$ cat src/lmws_pkg.sv
/*
 * Shared constants and types for the local bus microword sequencer.
 * Assumes a single 50 MHz clock domain and word bits numbered 0 = lsb.
 */
package lmws_pkg;
	localparam int WORD_W      = 32;
	localparam int RAM_DEPTH   = 64;
	localparam int PC_W        = 6;
	localparam int BANKS       = 8;
	localparam int BANK_W      = 3;
	localparam int GPL_LINES   = 6;
	localparam int LAD_W       = 16;
	localparam int LA_W        = 5;
	localparam int LOOPCNT_W   = 4;
	localparam int PERIOD_W    = 4;
	localparam int TMR_W       = 8;
	localparam int MCLK_MHZ    = 50;
	localparam int MCLK_NS     = 1000 / MCLK_MHZ;

	// Microword field positions.
	localparam int CS_LSB      = 0;
	localparam int BS_LSB      = 4;
	localparam int L0_LO_LSB   = 8;
	localparam int L0_HI_LSB   = 10;
	localparam int L1_LSB      = 12;
	localparam int L4_FIRST    = 18;
	localparam int L4_SECOND   = 19;
	localparam int REDO_LSB    = 22;
	localparam int LOOP_BIT    = 24;
	localparam int EXCEPTION_BRANCH_ENABLE_BIT    = 25;
	localparam int AMX_LSB     = 26;
	localparam int NA_BIT      = 28;
	localparam int UTA_BIT     = 29;
	localparam int BANK_TIMER_START_BIT    = 30;
	localparam int LAST_BIT    = 31;

	localparam logic [1:0] L0_ADDR    = 2'h0;
	localparam logic [1:0] L0_HIGH    = 2'h3;
	localparam logic [1:0] AMX_PLAIN  = 2'h0;
	localparam logic [1:0] AMX_ROWCOL = 2'h2;
	localparam logic [1:0] AMX_MAR    = 2'h3;
	localparam logic [3:0] DIV_2      = 4'h2;
	localparam logic [3:0] DIV_8      = 4'h8;
	localparam logic [4:0] ROW_SHIFT  = 5'h08;

	typedef enum logic [1:0] {ST_IDLE, ST_RUN} lmws_state_t;
endpackage

$ cat src/lmws_seq_if.sv
/*
 * Carrier between the sequencer core, its phase generator and bank timers.
 * Assumes all three sit on the same clock and reset.
 */
`timescale 1ns/10ps
interface lmws_seq_if;
	logic [3:0]                bus_clock_divider;
	logic                      run;
	logic                      hold;
	logic [1:0]                quarter;
	logic                      quarter_start;
	logic                      cycle_last;
	logic                      tmr_start;
	logic [lmws_pkg::BANK_W-1:0]   tmr_bank;
	logic [lmws_pkg::PERIOD_W-1:0] tmr_period;
	logic [lmws_pkg::BANKS-1:0]    bank_blocked;

	modport phase (input bus_clock_divider, run, hold,
		output quarter, quarter_start, cycle_last);
	modport timer (input bus_clock_divider, tmr_start, tmr_bank, tmr_period,
		output bank_blocked);
	modport core (output bus_clock_divider, run, hold, tmr_start, tmr_bank, tmr_period,
		input quarter, quarter_start, cycle_last, bank_blocked);
endinterface

$ cat src/lmws_bank_timer.sv
/*
 * One disable timer per bank, counted in mclk cycles from a period given in bus clocks.
 * Assumes the core pulses tmr_start only at the end of a terminating word.
 */
`timescale 1ns/10ps
module lmws_bank_timer (
	input  wire logic  i_mclk,
	input  wire logic  i_resetn,
	input  wire logic  i_clk_en,
	lmws_seq_if.timer  seq
);
	typedef struct packed {
		logic [lmws_pkg::BANKS-1:0][lmws_pkg::TMR_W-1:0] cnt;
	} lmws_tmr_t;

	lmws_tmr_t                     st_reg;
	lmws_tmr_t                     st_next;
	logic [lmws_pkg::TMR_W-1:0]    load;
	logic [lmws_pkg::BANKS-1:0][lmws_pkg::TMR_W-1:0] cnt_next;

	// Period is in bus clocks; multiplying by the divider converts it to mclk cycles.
	assign load = {4'h0, seq.tmr_period} * {4'h0, seq.bus_clock_divider};

	genvar b;
	generate
		for (b = 0; b < lmws_pkg::BANKS; b++) begin : g_bank
			assign cnt_next[b] = (seq.tmr_start && seq.tmr_bank == b) ? load :
				(st_reg.cnt[b] != '0) ? st_reg.cnt[b] - 8'h01 : st_reg.cnt[b];
			assign seq.bank_blocked[b] = st_reg.cnt[b] != '0;
		end
	endgenerate

	always_comb begin
		st_next     = st_reg;
		st_next.cnt = cnt_next;
	end

	always_ff @(posedge i_mclk or negedge i_resetn) begin
		if (!i_resetn)
			st_reg <= '0;
		else if (i_clk_en)
			st_reg <= st_next;
	end
endmodule // lmws_bank_timer

$ cat src/lmws_phase_gen.sv
/*
 * Splits each bus clock cycle into quarter phases (half phases at divider 2).
 * Assumes the core holds run high for the whole of a pattern.
 */
`timescale 1ns/10ps
module lmws_phase_gen (
	input  wire logic  i_mclk,
	input  wire logic  i_resetn,
	input  wire logic  i_clk_en,
	lmws_seq_if.phase  seq
);
	typedef struct packed {
		logic       sub;
		logic [1:0] quarter;
	} lmws_phase_t;

	lmws_phase_t st_reg;
	lmws_phase_t st_next;
	logic        sub_last;

	assign sub_last          = (seq.bus_clock_divider == lmws_pkg::DIV_8) ? st_reg.sub : 1'b1;
	assign seq.quarter       = st_reg.quarter;
	assign seq.quarter_start = ~st_reg.sub;
	assign seq.cycle_last    = seq.run & sub_last & ((st_reg.quarter == 2'h3) |
		((seq.bus_clock_divider == lmws_pkg::DIV_2) & (st_reg.quarter == 2'h2)));

	always_comb begin
		st_next = st_reg;
		if (!seq.run) begin
			st_next = '0;
		end else if (!seq.hold) begin
			if (!sub_last) begin
				st_next.sub = 1'b1;
			end else begin
				st_next.sub = 1'b0;
				if (seq.cycle_last)
					st_next.quarter = 2'h0;
				else if (seq.bus_clock_divider == lmws_pkg::DIV_2)
					st_next.quarter = st_reg.quarter + 2'h2;
				else
					st_next.quarter = st_reg.quarter + 2'h1;
			end
		end
	end

	always_ff @(posedge i_mclk or negedge i_resetn) begin
		if (!i_resetn)
			st_reg <= '0;
		else if (i_clk_en)
			st_reg <= st_next;
	end
endmodule // lmws_phase_gen

$ cat src/lmws_sequencer.sv
/*
 * Microword sequencer of a programmable memory machine: pattern store,
 * word sequencing and generation of chip select, byte lanes and general lines.
 * Assumes requests, timeout and wait inputs are synchronous to i_mclk.
 */
`timescale 1ns/10ps
module lmws_sequencer (
	input  wire logic                          i_mclk,
	input  wire logic                          i_resetn,
	input  wire logic                          i_clk_en,
	input  wire logic                          i_ram_wr_en,
	input  wire logic [lmws_pkg::PC_W-1:0]     i_ram_wr_addr,
	input  wire logic [lmws_pkg::WORD_W-1:0]   i_ram_wr_data,
	input  wire logic                          i_req_valid,
	input  wire logic [lmws_pkg::PC_W-1:0]     i_req_start_addr,
	input  wire logic [lmws_pkg::BANK_W-1:0]   i_req_bank,
	input  wire logic [31:0]                   i_req_addr,
	input  wire logic                          i_req_read,
	input  wire logic                          i_req_byte_only,
	input  wire logic [lmws_pkg::LOOPCNT_W-1:0] i_req_loop_count,
	input  wire logic                          i_port_size,
	input  wire logic [3:0]                    i_bus_clock_divider,
	input  wire logic [4:0]                    i_line0_address_select,
	input  wire logic                          i_line4_mode_select,
	input  wire logic                          i_machine_wait_input,
	input  wire logic                          i_bus_timeout,
	input  wire logic [lmws_pkg::PC_W-1:0]     i_exception_start_address,
	input  wire logic [2:0]                    i_row_column_mux_select,
	input  wire logic [31:0]                   i_memory_address_register,
	input  wire logic [lmws_pkg::PERIOD_W-1:0] i_bank_disable_period,
	output logic                               o_req_taken,
	output logic                               o_busy,
	output logic                               o_done,
	output logic [lmws_pkg::BANKS-1:0]         o_bank_chip_select_n,
	output logic [1:0]                         o_byte_lane_select_n,
	output logic [lmws_pkg::GPL_LINES-1:0]     o_general_purpose_lines,
	output logic                               o_line4_oe_n,
	output logic                               o_address_latch_strobe,
	output logic [lmws_pkg::LAD_W-1:0]         o_muxed_address_data_lines,
	output logic [lmws_pkg::LA_W-1:0]          o_low_address_lines,
	output logic                               o_transfer_ack,
	output logic                               o_data_sample
);
	typedef struct packed {
		lmws_pkg::lmws_state_t               state;
		logic [lmws_pkg::PC_W-1:0]           pc;
		logic [1:0]                          redo_cnt;
		logic                                loop_seen;
		logic [lmws_pkg::PC_W-1:0]           loop_start;
		logic [lmws_pkg::LOOPCNT_W-1:0]      loop_cnt;
		logic                                in_exc;
		logic                                exc_pending;
		logic                                first_word;
		logic                                word_first;
		logic [1:0]                          prev_amx;
		logic [31:0]                         addr;
		logic [lmws_pkg::BANK_W-1:0]         bank;
		logic                                read;
		logic                                port16;
		logic                                byte_only;
		logic                                sample_due;
		logic                                req_taken;
		logic                                done;
		logic                                busy;
		logic [lmws_pkg::BANKS-1:0]          cs_n;
		logic [1:0]                          bls_n;
		logic [lmws_pkg::GPL_LINES-1:0]      gpl;
		logic                                l4_oe_n;
		logic                                ale;
		logic [lmws_pkg::LAD_W-1:0]          muxed_address_data_lines;
		logic [lmws_pkg::LA_W-1:0]           la;
		logic                                ack;
		logic                                sample;
	} lmws_core_t;

	lmws_core_t                       st_reg;
	lmws_core_t                       st_next;
	logic [lmws_pkg::WORD_W-1:0]      pattern_ram [lmws_pkg::RAM_DEPTH];
	logic [lmws_pkg::WORD_W-1:0]      w;
	logic                             running;
	logic                             step;
	logic                             redo_done;
	logic                             loop_end;
	logic                             terminate;
	logic [1:0]                       address_source_select;
	logic [31:0]                      src_addr;
	logic [1:0]                       lane_en;
	logic [1:0]                       l0_code;
	logic                             half;
	logic [lmws_pkg::LOOPCNT_W-1:0]   loop_dec;

	lmws_seq_if seq ();

	lmws_phase_gen u_phase (
		.i_mclk   (i_mclk),
		.i_resetn (i_resetn),
		.i_clk_en (i_clk_en),
		.seq      (seq.phase)
	);

	lmws_bank_timer u_timer (
		.i_mclk   (i_mclk),
		.i_resetn (i_resetn),
		.i_clk_en (i_clk_en),
		.seq      (seq.timer)
	);

	// The store is written by software loading; the sequencer only reads it.
	always_ff @(posedge i_mclk) begin
		if (i_clk_en && i_ram_wr_en)
			pattern_ram[i_ram_wr_addr] <= i_ram_wr_data;
	end

	assign w         = pattern_ram[st_reg.pc];
	assign running   = st_reg.state == lmws_pkg::ST_RUN;
	assign address_source_select       = w[lmws_pkg::AMX_LSB +: 2];
	assign half      = seq.quarter[1];
	assign redo_done = st_reg.redo_cnt == w[lmws_pkg::REDO_LSB +: 2];
	assign loop_end  = w[lmws_pkg::LOOP_BIT] & st_reg.loop_seen & (st_reg.pc != st_reg.loop_start);
	assign loop_dec  = st_reg.loop_cnt - 4'h1;
	assign seq.hold  = running & i_line4_mode_select & w[lmws_pkg::L4_SECOND] &
		i_machine_wait_input;
	assign step      = running & seq.cycle_last & ~seq.hold;
	assign terminate = step & ~st_reg.exc_pending & redo_done & w[lmws_pkg::LAST_BIT];
	assign seq.run   = running;
	assign seq.bus_clock_divider = i_bus_clock_divider;
	assign seq.tmr_start  = terminate & w[lmws_pkg::BANK_TIMER_START_BIT];
	assign seq.tmr_bank   = st_reg.bank;
	assign seq.tmr_period = i_bank_disable_period;

	always_comb begin
		case (address_source_select)
			lmws_pkg::AMX_PLAIN:  src_addr = st_reg.addr;
			lmws_pkg::AMX_ROWCOL: src_addr = st_reg.addr >> (ROW_SHIFT_CALC(i_row_column_mux_select));
			lmws_pkg::AMX_MAR:    src_addr = i_memory_address_register;
			default:              src_addr = 32'h0;
		endcase
	end

	function automatic logic [4:0] ROW_SHIFT_CALC(input logic [2:0] sel);
		ROW_SHIFT_CALC = lmws_pkg::ROW_SHIFT + {2'h0, sel};
	endfunction

	// Lane 0 carries the even byte; a 16-bit port moves one or both lanes, and no lane moves while in the exception routine.
	always_comb begin
		if (!st_reg.port16)
			lane_en = 2'h1;
		else if (st_reg.byte_only)
			lane_en = st_reg.addr[0] ? 2'h2 : 2'h1;
		else
			lane_en = 2'h3;
		if (st_reg.in_exc)
			lane_en = 2'h0;
	end

	assign l0_code = half ? w[lmws_pkg::L0_HI_LSB +: 2] : w[lmws_pkg::L0_LO_LSB +: 2];

	always_comb begin
		st_next           = st_reg;
		st_next.req_taken = 1'b0;
		st_next.done      = 1'b0;
		st_next.sample    = 1'b0;
		// A timeout seen during the freeze is still remembered.
		if (running && i_bus_timeout && w[lmws_pkg::EXCEPTION_BRANCH_ENABLE_BIT] && !st_reg.in_exc)
			st_next.exc_pending = 1'b1;
		case (st_reg.state)
			lmws_pkg::ST_IDLE: begin
				// Without a running timer the bank is released.
				if (!seq.bank_blocked[st_reg.bank]) begin
					st_next.cs_n  = '1;
					st_next.bls_n = '1;
				end
				st_next.ack = 1'b0;
				st_next.ale = 1'b0;
				if (i_req_valid && !seq.bank_blocked[i_req_bank]) begin
					st_next.state      = lmws_pkg::ST_RUN;
					st_next.req_taken  = 1'b1;
					st_next.pc         = i_req_start_addr;
					st_next.bank       = i_req_bank;
					st_next.addr       = i_req_addr;
					st_next.read       = i_req_read;
					st_next.port16     = i_port_size;
					st_next.byte_only  = i_req_byte_only;
					st_next.loop_cnt   = i_req_loop_count;
					st_next.redo_cnt   = 2'h0;
					st_next.loop_seen  = 1'b0;
					st_next.in_exc     = 1'b0;
					st_next.exc_pending = 1'b0;
					st_next.first_word = 1'b1;
					// A sample owed by an earlier read must not fire in this request.
					st_next.sample_due = 1'b0;
					st_next.word_first = 1'b1;
				end
			end
			lmws_pkg::ST_RUN: begin
				if (!seq.hold) begin
					st_next.cs_n = '1;
					st_next.cs_n[st_reg.bank] = w[lmws_pkg::CS_LSB + seq.quarter];
					st_next.bls_n = {2{w[lmws_pkg::BS_LSB + seq.quarter]}} | ~lane_en;
					if (l0_code == lmws_pkg::L0_ADDR)
						st_next.gpl[0] = st_reg.addr[i_line0_address_select];
					else
						st_next.gpl[0] = l0_code == lmws_pkg::L0_HIGH;
					for (int n = 1; n < lmws_pkg::GPL_LINES; n++)
						st_next.gpl[n] = w[lmws_pkg::L1_LSB + 2 * (n - 1) + half];
					st_next.l4_oe_n = i_line4_mode_select;
					st_next.ale = st_reg.word_first &&
						(st_reg.first_word || address_source_select != st_reg.prev_amx);
					st_next.muxed_address_data_lines = src_addr[lmws_pkg::LAD_W-1:0];
					st_next.la  = src_addr[lmws_pkg::LA_W-1:0];
					st_next.ack = w[lmws_pkg::UTA_BIT];
					// Late sampling is carried into the first quarter of the next cycle.
					if (st_reg.read && w[lmws_pkg::UTA_BIT] && seq.quarter_start) begin
						if (i_line4_mode_select && w[lmws_pkg::L4_FIRST])
							st_next.sample = seq.quarter == 2'h2;
						else if (seq.quarter == 2'h0)
							st_next.sample_due = 1'b1;
					end
					if (st_reg.sample_due && seq.quarter == 2'h0 && seq.quarter_start &&
						!st_reg.word_first) begin
						st_next.sample     = 1'b1;
						st_next.sample_due = 1'b0;
					end
					if (st_reg.sample_due && st_reg.word_first && seq.quarter_start) begin
						st_next.sample     = 1'b1;
						st_next.sample_due = 1'b0;
					end
					st_next.word_first = 1'b0;
				end
				if (step) begin
					if (w[lmws_pkg::NA_BIT])
						st_next.addr = st_reg.addr + (st_reg.port16 ? 32'h2 : 32'h1);
					st_next.prev_amx   = address_source_select;
					st_next.first_word = 1'b0;
					st_next.word_first = 1'b1;
					if (st_reg.exc_pending) begin
						st_next.pc          = i_exception_start_address;
						st_next.in_exc      = 1'b1;
						st_next.exc_pending = 1'b0;
						st_next.redo_cnt    = 2'h0;
						st_next.loop_seen   = 1'b0;
					end else if (!redo_done) begin
						st_next.redo_cnt   = st_reg.redo_cnt + 2'h1;
						st_next.word_first = 1'b0;
					end else begin
						st_next.redo_cnt = 2'h0;
						if (w[lmws_pkg::LAST_BIT]) begin
							st_next.state = lmws_pkg::ST_IDLE;
							st_next.done  = 1'b1;
						end else if (loop_end) begin
							st_next.loop_cnt = loop_dec;
							if (loop_dec != '0) begin
								st_next.pc = st_reg.loop_start;
							end else begin
								st_next.pc        = st_reg.pc + 6'h1;
								st_next.loop_seen = 1'b0;
							end
						end else begin
							if (w[lmws_pkg::LOOP_BIT] && !st_reg.loop_seen) begin
								st_next.loop_seen  = 1'b1;
								st_next.loop_start = st_reg.pc;
							end
							st_next.pc = st_reg.pc + 6'h1;
						end
					end
				end
			end
			default: st_next.state = lmws_pkg::ST_IDLE;
		endcase
		st_next.busy = st_next.state == lmws_pkg::ST_RUN;
	end

	always_ff @(posedge i_mclk or negedge i_resetn) begin
		if (!i_resetn) begin
			st_reg         <= '0;
			st_reg.cs_n    <= '1;
			st_reg.bls_n   <= '1;
			st_reg.l4_oe_n <= 1'b1;
		end else if (i_clk_en) begin
			st_reg <= st_next;
		end
	end

	assign o_req_taken                = st_reg.req_taken;
	assign o_busy                     = st_reg.busy;
	assign o_done                     = st_reg.done;
	assign o_bank_chip_select_n       = st_reg.cs_n;
	assign o_byte_lane_select_n       = st_reg.bls_n;
	assign o_general_purpose_lines    = st_reg.gpl;
	assign o_line4_oe_n               = st_reg.l4_oe_n;
	assign o_address_latch_strobe     = st_reg.ale;
	assign o_muxed_address_data_lines = st_reg.muxed_address_data_lines;
	assign o_low_address_lines        = st_reg.la;
	assign o_transfer_ack             = st_reg.ack;
	assign o_data_sample              = st_reg.sample;
endmodule // lmws_sequencer

$ cat config.mk
export PLATFORM = sky130hd
export DESIGN_NAME = lmws_sequencer
export DESIGN_NICKNAME = d
export VERILOG_FILES = /design/src/lmws_pkg.sv /design/src/lmws_seq_if.sv /design/src/lmws_bank_timer.sv /design/src/lmws_phase_gen.sv /design/src/lmws_sequencer.sv
export SDC_FILE = /design/constraint.sdc
export NUM_CORES = 2
export LEC_CHECK = 0
export BUFFER_PORTS_ARGS = -buffer_cell sky130_fd_sc_hd__buf_2
export CAP_MARGIN = 10
export CORE_ASPECT_RATIO = 1.2
export CORE_MARGIN = 3
export CORE_UTILIZATION = 59
export CTS_BUF_LIST = sky130_fd_sc_hd__clkbuf_4 sky130_fd_sc_hd__clkbuf_8
export DETAILED_ROUTE_END_ITERATION = 8
export GPL_ROUTABILITY_DRIVEN = 0
export HOLD_SLACK_MARGIN = 0.15
export PLACE_DENSITY = 0.79
export SLEW_MARGIN = 20
export SYNTH_ARGS = -nofsm -noshare
export SYNTH_HDL_FRONTEND = slang
export SYNTH_SLANG_ARGS = --single-unit
$ cat constraint.sdc
create_clock -name i_mclk -period 4 [get_ports i_mclk]
set_clock_uncertainty 0.2 [all_clocks]
set_input_delay 0.4 -clock i_mclk [delete_from_list [all_inputs] [get_ports i_mclk]]
set_output_delay 0.4 -clock i_mclk [all_outputs]
set_load 0.005 [all_outputs]
# [Word level (Yosys, flattened, before mapping)]
# Memory sizes are Yosys's and may differ from the RTL's.
# Cells that the tools add are included.
[word_totals] register_bits=177 wordCells=320 romBits=0 output_inout_bits=44 latch_bits=0 memories=1 ramBits=2048 inputBits=148
[mem_list] memory="pattern_ram" words=64 width=32 read_ports=1 rd_ports_with_merged_regs=0 wr=1 line="lmws_sequencer.sv:78" rtl="logic [lmws_pkg::WORD_W-1:0] pattern_ram [lmws_pkg::RAM_DEPTH];"
[classes] n_addsub=21 n_div=0 reduce_logical=76 n_mux=108 bitwise_logic=24 shift=1 n_mul=1 n_eq_ne=38 order_cmp=11
[ops] op="8-bit 2-to-1 mux" count=18
[ops] op="32-bit one-hot mux with 2 select lines" count=1
[ops] op="8-bit nonzero test" count=8
[ops] op="8-bit by 1-bit subtractor with 8-bit output (second input constant)" count=8
[ops] op="59-bit 2-to-1 mux" count=1
[ops] op="16-bit one-hot mux with 3 select lines" count=1
[ops] op="41-bit 2-to-1 mux" count=1
[ops] op="40-bit 2-to-1 mux" count=1
[ops] op="1-bit 2-to-1 mux" count=39
[ops] op="1-bit binary-select mux with 5-bit select" count=7
[ops] op="11-bit 2-to-1 mux" count=3
[ops] op="32-bit by 2-bit adder with 32-bit output" count=1
[ops] op="32-bit 2-to-1 mux" count=1
[ops] op="32-bit by 5-bit right shift with 16-bit output" count=1
[ops] op="2-bit 2-to-1 mux" count=13
[ops] op="1-bit logical AND" count=24
[ops] op="6-bit 2-to-1 mux" count=4
[ops] op="8-bit AND reduction" count=3
[ops] op="10-bit 2-to-1 mux" count=2
[ops] op="10-bit one-hot mux with 2 select lines" count=1
[ops] op="5-bit by 1-bit adder with 6-bit output (first input constant)" count=3
[ops] op="5-bit by 6-bit < comparator with 1-bit output (second input constant)" count=3
[ops] op="6-bit < comparator (second input constant)" count=3
[ops] op="9-bit one-hot mux with 2 select lines" count=1
[ops] op="58 further kinds" count=132

# [Depth between registers and ports, before layout]
[logic_depth] word_depth=13 mapped_depth=18 depth_no_buf=13

# [By module]
# Synthesis repeated with hierarchy kept, for this count alone.
[unflattened] hier_cells=4864 area_unflattened_um2=90539.3
[modules_own_cells] mod="lmws_sequencer" cells_per_inst=4288 seq_area_each_um2=64140.3 instances=1 area_per_inst_um2=85798.5
[modules_own_cells] mod="lmws_bank_timer" cells_per_inst=547 seq_area_each_um2=1601.5 instances=1 area_per_inst_um2=4485.6
[modules_own_cells] mod="lmws_phase_gen" cells_per_inst=29 seq_area_each_um2=75.1 instances=1 area_per_inst_um2=255.2

# [Worst setup path before layout]
# OpenSTA, ideal clock, no wires.
[synth_timing] path_kind="input to register" startpoint="input port i_clk_en" endpoint="memory pattern_ram[40][0] (netlist bit), enable pin" setup_ns=0.503 path_buffers=1 arrival_time_ns=4.222 slack_ns=-0.925 cell_stages=4 required_ns=3.297 cell_sequence="clkbuf_1 > and2_1 > nand4b_1 > nor4_1"
[synth_via] elab_chain_cells=3
[synth_rtl] element="from (decl)" line="lmws_sequencer.sv:10" rtl="input wire logic i_clk_en,"
[synth_rtl] element="1-bit logical AND" line="lmws_sequencer.sv:110" rtl="if (i_clk_en && i_ram_wr_en)"
[synth_rtl] element="1-bit 2-to-1 mux" line="lmws_sequencer.sv:110"
[synth_rtl] element="1-bit 2-to-1 mux (implied by the code)" line="lmws_sequencer.sv:111" rtl="pattern_ram[i_ram_wr_addr] <= i_ram_wr_data;"
[synth_rtl] element="to (decl)" line="lmws_sequencer.sv:78"
# No other way between the ends.

# [Final worst setup path]
[layout_timing] startpoint="register st_reg[102] (netlist bit)" endpoint="register u_timer.st_reg[16] (netlist bit)"
[layout_via] elab_chain_cells=12 word_cells_on_any_way=14
[layout_rtl] element="from (decl)" line="lmws_sequencer.sv:76" rtl="lmws_core_t st_reg;"
[layout_rtl] element="from (signal assigned)" line="lmws_sequencer.sv:280" rtl="st_reg <= st_next;"
[layout_rtl] element="memory 64 x 32 bit (*)"
[layout_rtl] element="1-bit bitwise AND (2 in series)" line="lmws_sequencer.sv:121" rtl="assign seq.hold = running & i_line4_mode_select & w[lmws_pkg::L4_SECOND] &"
[layout_rtl] element="1-bit NOT (no source line)"
[layout_rtl] element="1-bit bitwise AND" line="lmws_sequencer.sv:123" rtl="assign step = running & seq.cycle_last & ~seq.hold;"
[layout_rtl] element="1-bit bitwise AND (3 in series)" line="lmws_sequencer.sv:124" rtl="assign terminate = step & ~st_reg.exc_pending & redo_done & w[lmws_pkg::LAST_BIT];"
[layout_rtl] element="1-bit bitwise AND (*)" line="lmws_sequencer.sv:127" rtl="assign seq.tmr_start = terminate & w[lmws_pkg::BANK_TIMER_START_BIT];"
[layout_rtl] element="1-bit logical AND (*)" line="lmws_bank_timer.sv:27" rtl="assign cnt_next[b] = (seq.tmr_start && seq.tmr_bank == b) ? load :"
[layout_rtl] element="2-bit nonzero test (no source line)"
[layout_rtl] element="2-bit AND reduction (no source line)"
[layout_rtl] element="to (signal assigned)" line="lmws_bank_timer.sv:42" rtl="st_reg <= st_next;"
[layout_rtl] element="to (decl)" line="lmws_bank_timer.sv:16" rtl="lmws_tmr_t st_reg;"
# Mark *: on every way between the ends. The rest lies on a longest branch, timed or not.
# A chain may end at the register's enable or synchronous reset.

==> qor.yml <==
status: "completed"
worstPathMaxFanout: 11
ir_worst_vdd_v: 0.0005511
fin_cells: 7910
fmax_mhz: 252.8
min_path_type: "in -> reg"
worstReg2RegEnd: "u_timer.st_reg[16]"
die_area_um2: 158900
start_kind: "register"
critPathKind: "reg -> reg"
drv_slew: 0
grt_use_met3_pct: 8.945
final_hold_viol_count: 0
synthArstFlopShare_pct: 7.748
die_y_um: 436.1
start_util_pct: 59.52
io_buffers: 175
startpoint: "st_reg[102]"
grt_pass1_wl_um: 373600
p_seq_share_pct: 41.4
setup_violations: 0
grt_usage_pct: 32.90
synthFlopType: "edfxtp_1"
clockBufferDepth: 4
synth_cell_type_count: 83
syn_inst: 4935
p_per_area_nw_per_um2: 612.5
grt_max_degree: 95
power.internal_uw: 44210
dp_cells: 7072
switchingPower_uw: 20140
drt_first_pass_iters: 7
min_period_ns: 3.955
use_met2_pct: 51.69
hpwlAfterDp_um: 146900
finalPower_uw: 64350
ios: 192
worst-endpoint-required_ns: 4.69
crit_path_end_kind: "register"
p_clk_share_pct: 28.1
cellLeakagePower_uw: 0.03431
clk_latency_ns: 1.08
drc: 0
worstMarginPinSlew_ns: 1.107
yosysTopAreaCell: "edfxtp_1"
p_sw_share_pct: 31.30
grt_pass1_vias: 54920
yosysSeqAreaShare_pct: 72.35
cts_root_buf: "clkbuf_8"
drive_gt1_share_pct: 27.61
avgSynthCellArea_um2: 18.43
cts_buffers: 340
final_cell_mix: "edfxtp_1 (2,048), mux4_2 (461), clkbuf_8 (349)"
antenna_found_initial: 20
ff2ff_path_depth: 16
met1_usage_pct: 41.23
core_um2: 152800
period_share_pct: 98.88
fill_cells: 8891
largest_register_ffs: 2048
power_frac_comb_pct: 30.5
reg2reg_from: "st_reg[102]"
yosys_warnings: 0
finalWirelength_um: 260100
layout.nets: 5839
vias_per_cell: 6.924
cts_tree: "done"
drtIter0Drc: 7941
min_path_cells: 2
max_slew_margin_pct: 26.20
detail_route.wl_per_cell_um: 32.88
num_vias: 54770
pre_cts_slack_ns: 0.09873
syn_to_final_growth_pct: 15.49
drv_cap: 0
synth_top_cell_area_share_pct: 67.61
layout_commonest_cell: "edfxtp_1"
r2r_setup_slack_ns: 0.04
synth_area_leaders: "edfxtp_1 (68%), mux4_2 (11%), dfrtp_1 (4.4%)"
numClockSinks: 2220
synth_nets: 5124
rsz0062_at_grt: "true"
cts.htree.levels: 5
ant_nets: 0
die_x_um: 364.4
fin_ws_ns: 0.04476
clk_pin_slew_worst_paths_ns: 0.06
grt_overflow_total: 0
critPathArrivalTime_ns: 4.64
endpoint: "u_timer.st_reg[16]"
busiest_layer: "met2"
fp-row-count: 157
synth_seq_cells: 2220
synth_edf_count: 2048
syn_area_um2: 90970
final_core_util_pct: 68.74
-- worst min-delay path by stage --
stage          slack (ns)                        endpoint                           start
2_1_floorplan        -0.1          o_address_latch_strobe                        i_resetn
3_3_place_gp         0.26  o_muxed_address_data_lines[14]  o_muxed_address_data_lines[14]
3_5_place_dp         0.27                          o_done                          o_done
4_1_cts              0.16              u_timer.st_reg[25]          i_bus_clock_divider[1]
5_1_grt              0.15             pattern_ram[36][31]               i_ram_wr_data[31]
6_report             0.17             pattern_ram[35][31]               i_ram_wr_data[31]
-- Yosys cell counts, types with 46 or more instances --
master and instances:
a21oi_1 155, buf_2 66, buf_4 58, clkbuf_1 154, dfrtp_1 161, edfxtp_1 2048, inv_1 70, mux2i_1 337
mux4_2 461, nand2_1 206, nand3_1 46, nor2_1 198, nor3_1 51, o21ai_0 149, o221ai_1 118, o22ai_1 75
-- per-stage QoR --
stage / hold WS (ns) / setup TNS, ns / cell area [µm²]
6_report: 0.1744 / 0 / 105100
5_1_grt: 0.1518 / -0.007168 / 105000
4_1_cts: 0.1581 / 0 / 104700
3_5_place_dp: 0.2678 / 0 / 96160
3_3_place_gp: 0.2576 / 0 / 96160
2_1_floorplan: -0.09559 / 0 / 90980
-- worst max-delay path, stage by stage (launching register included) --
cell      delay [ns]
dfrtp_4         0.55
buf_12          0.19
buf_4           0.16
mux4_2          0.33
mux2i_1         0.08
buf_4           0.15
a221oi_1        0.35
buf_4           0.22
nor2_1          0.08
a311oi_4        0.31
buf_12          0.17
nand2_1         0.09
nor3_2          0.18
buf_4           0.20
buf_4           0.17
nor4_1          0.06
a221o_1         0.29
-- layout make-up --
class | count | area (µm²) | share of cell area (%)
Tap cell | 1987 | 2486 | 2.366
Multi-Input combinational cell | 2308 | 23630 | 22.49
Inverter | 72 | 275.3 | 0.2620
Clock buffer | 452 | 5577 | 5.308
Clock inverter | 141 | 810.8 | 0.7718
Timing Repair Buffer | 708 | 6392 | 6.085
Antenna cell | 22 | 55.05 | 0.05240
Sequential cell | 2220 | 65830 | 62.67
-- repair_timing --
item                                    CTS  global route
setup endpoints to repair                 0            56
setup buffers                             0             3
hold buffers                            216             1
endpoints found under the hold margin  2843            15
resized for setup                         0            32
-- power groups by stage --
| stage | clock network [µW] | logic (µW) | registers, µW |
|---|---|---|---|
| finish | 18100 | 19600 | 26600 |
| global route | 19300 | 20500 | 26600 |
| global placement | 0 | 18200 | 27000 |
| floorplan | 0 | 12700 | 26600 |
| CTS | 18300 | 18900 | 26600 |
| detailed placement | 0 | 18600 | 27000 |
-- routing by layer --
layer / up-vias / wire [µm] / part of all wire, %
met3: 1111 / 31290 / 12
met2: 4518 / 124300 / 48
met5: - / 72 / 0.028
met1: 27450 / 85860 / 33
li1: 21680 / - / -
met4: 12 / 18520 / 7.1
-- kinds of logic after synthesis --
| group | share of synthesized area [%] |
|---|---|
| mux | 15.47 |
| buf+inv | 2.380 |
| xor+xnor | 0.1733 |
| compound gates | 5.117 |
| flops | 72.35 |
| fa+ha+maj | 0.6052 |
| simple gates | 3.905 |
Note: power is estimated with default switching activity, not from simulation.
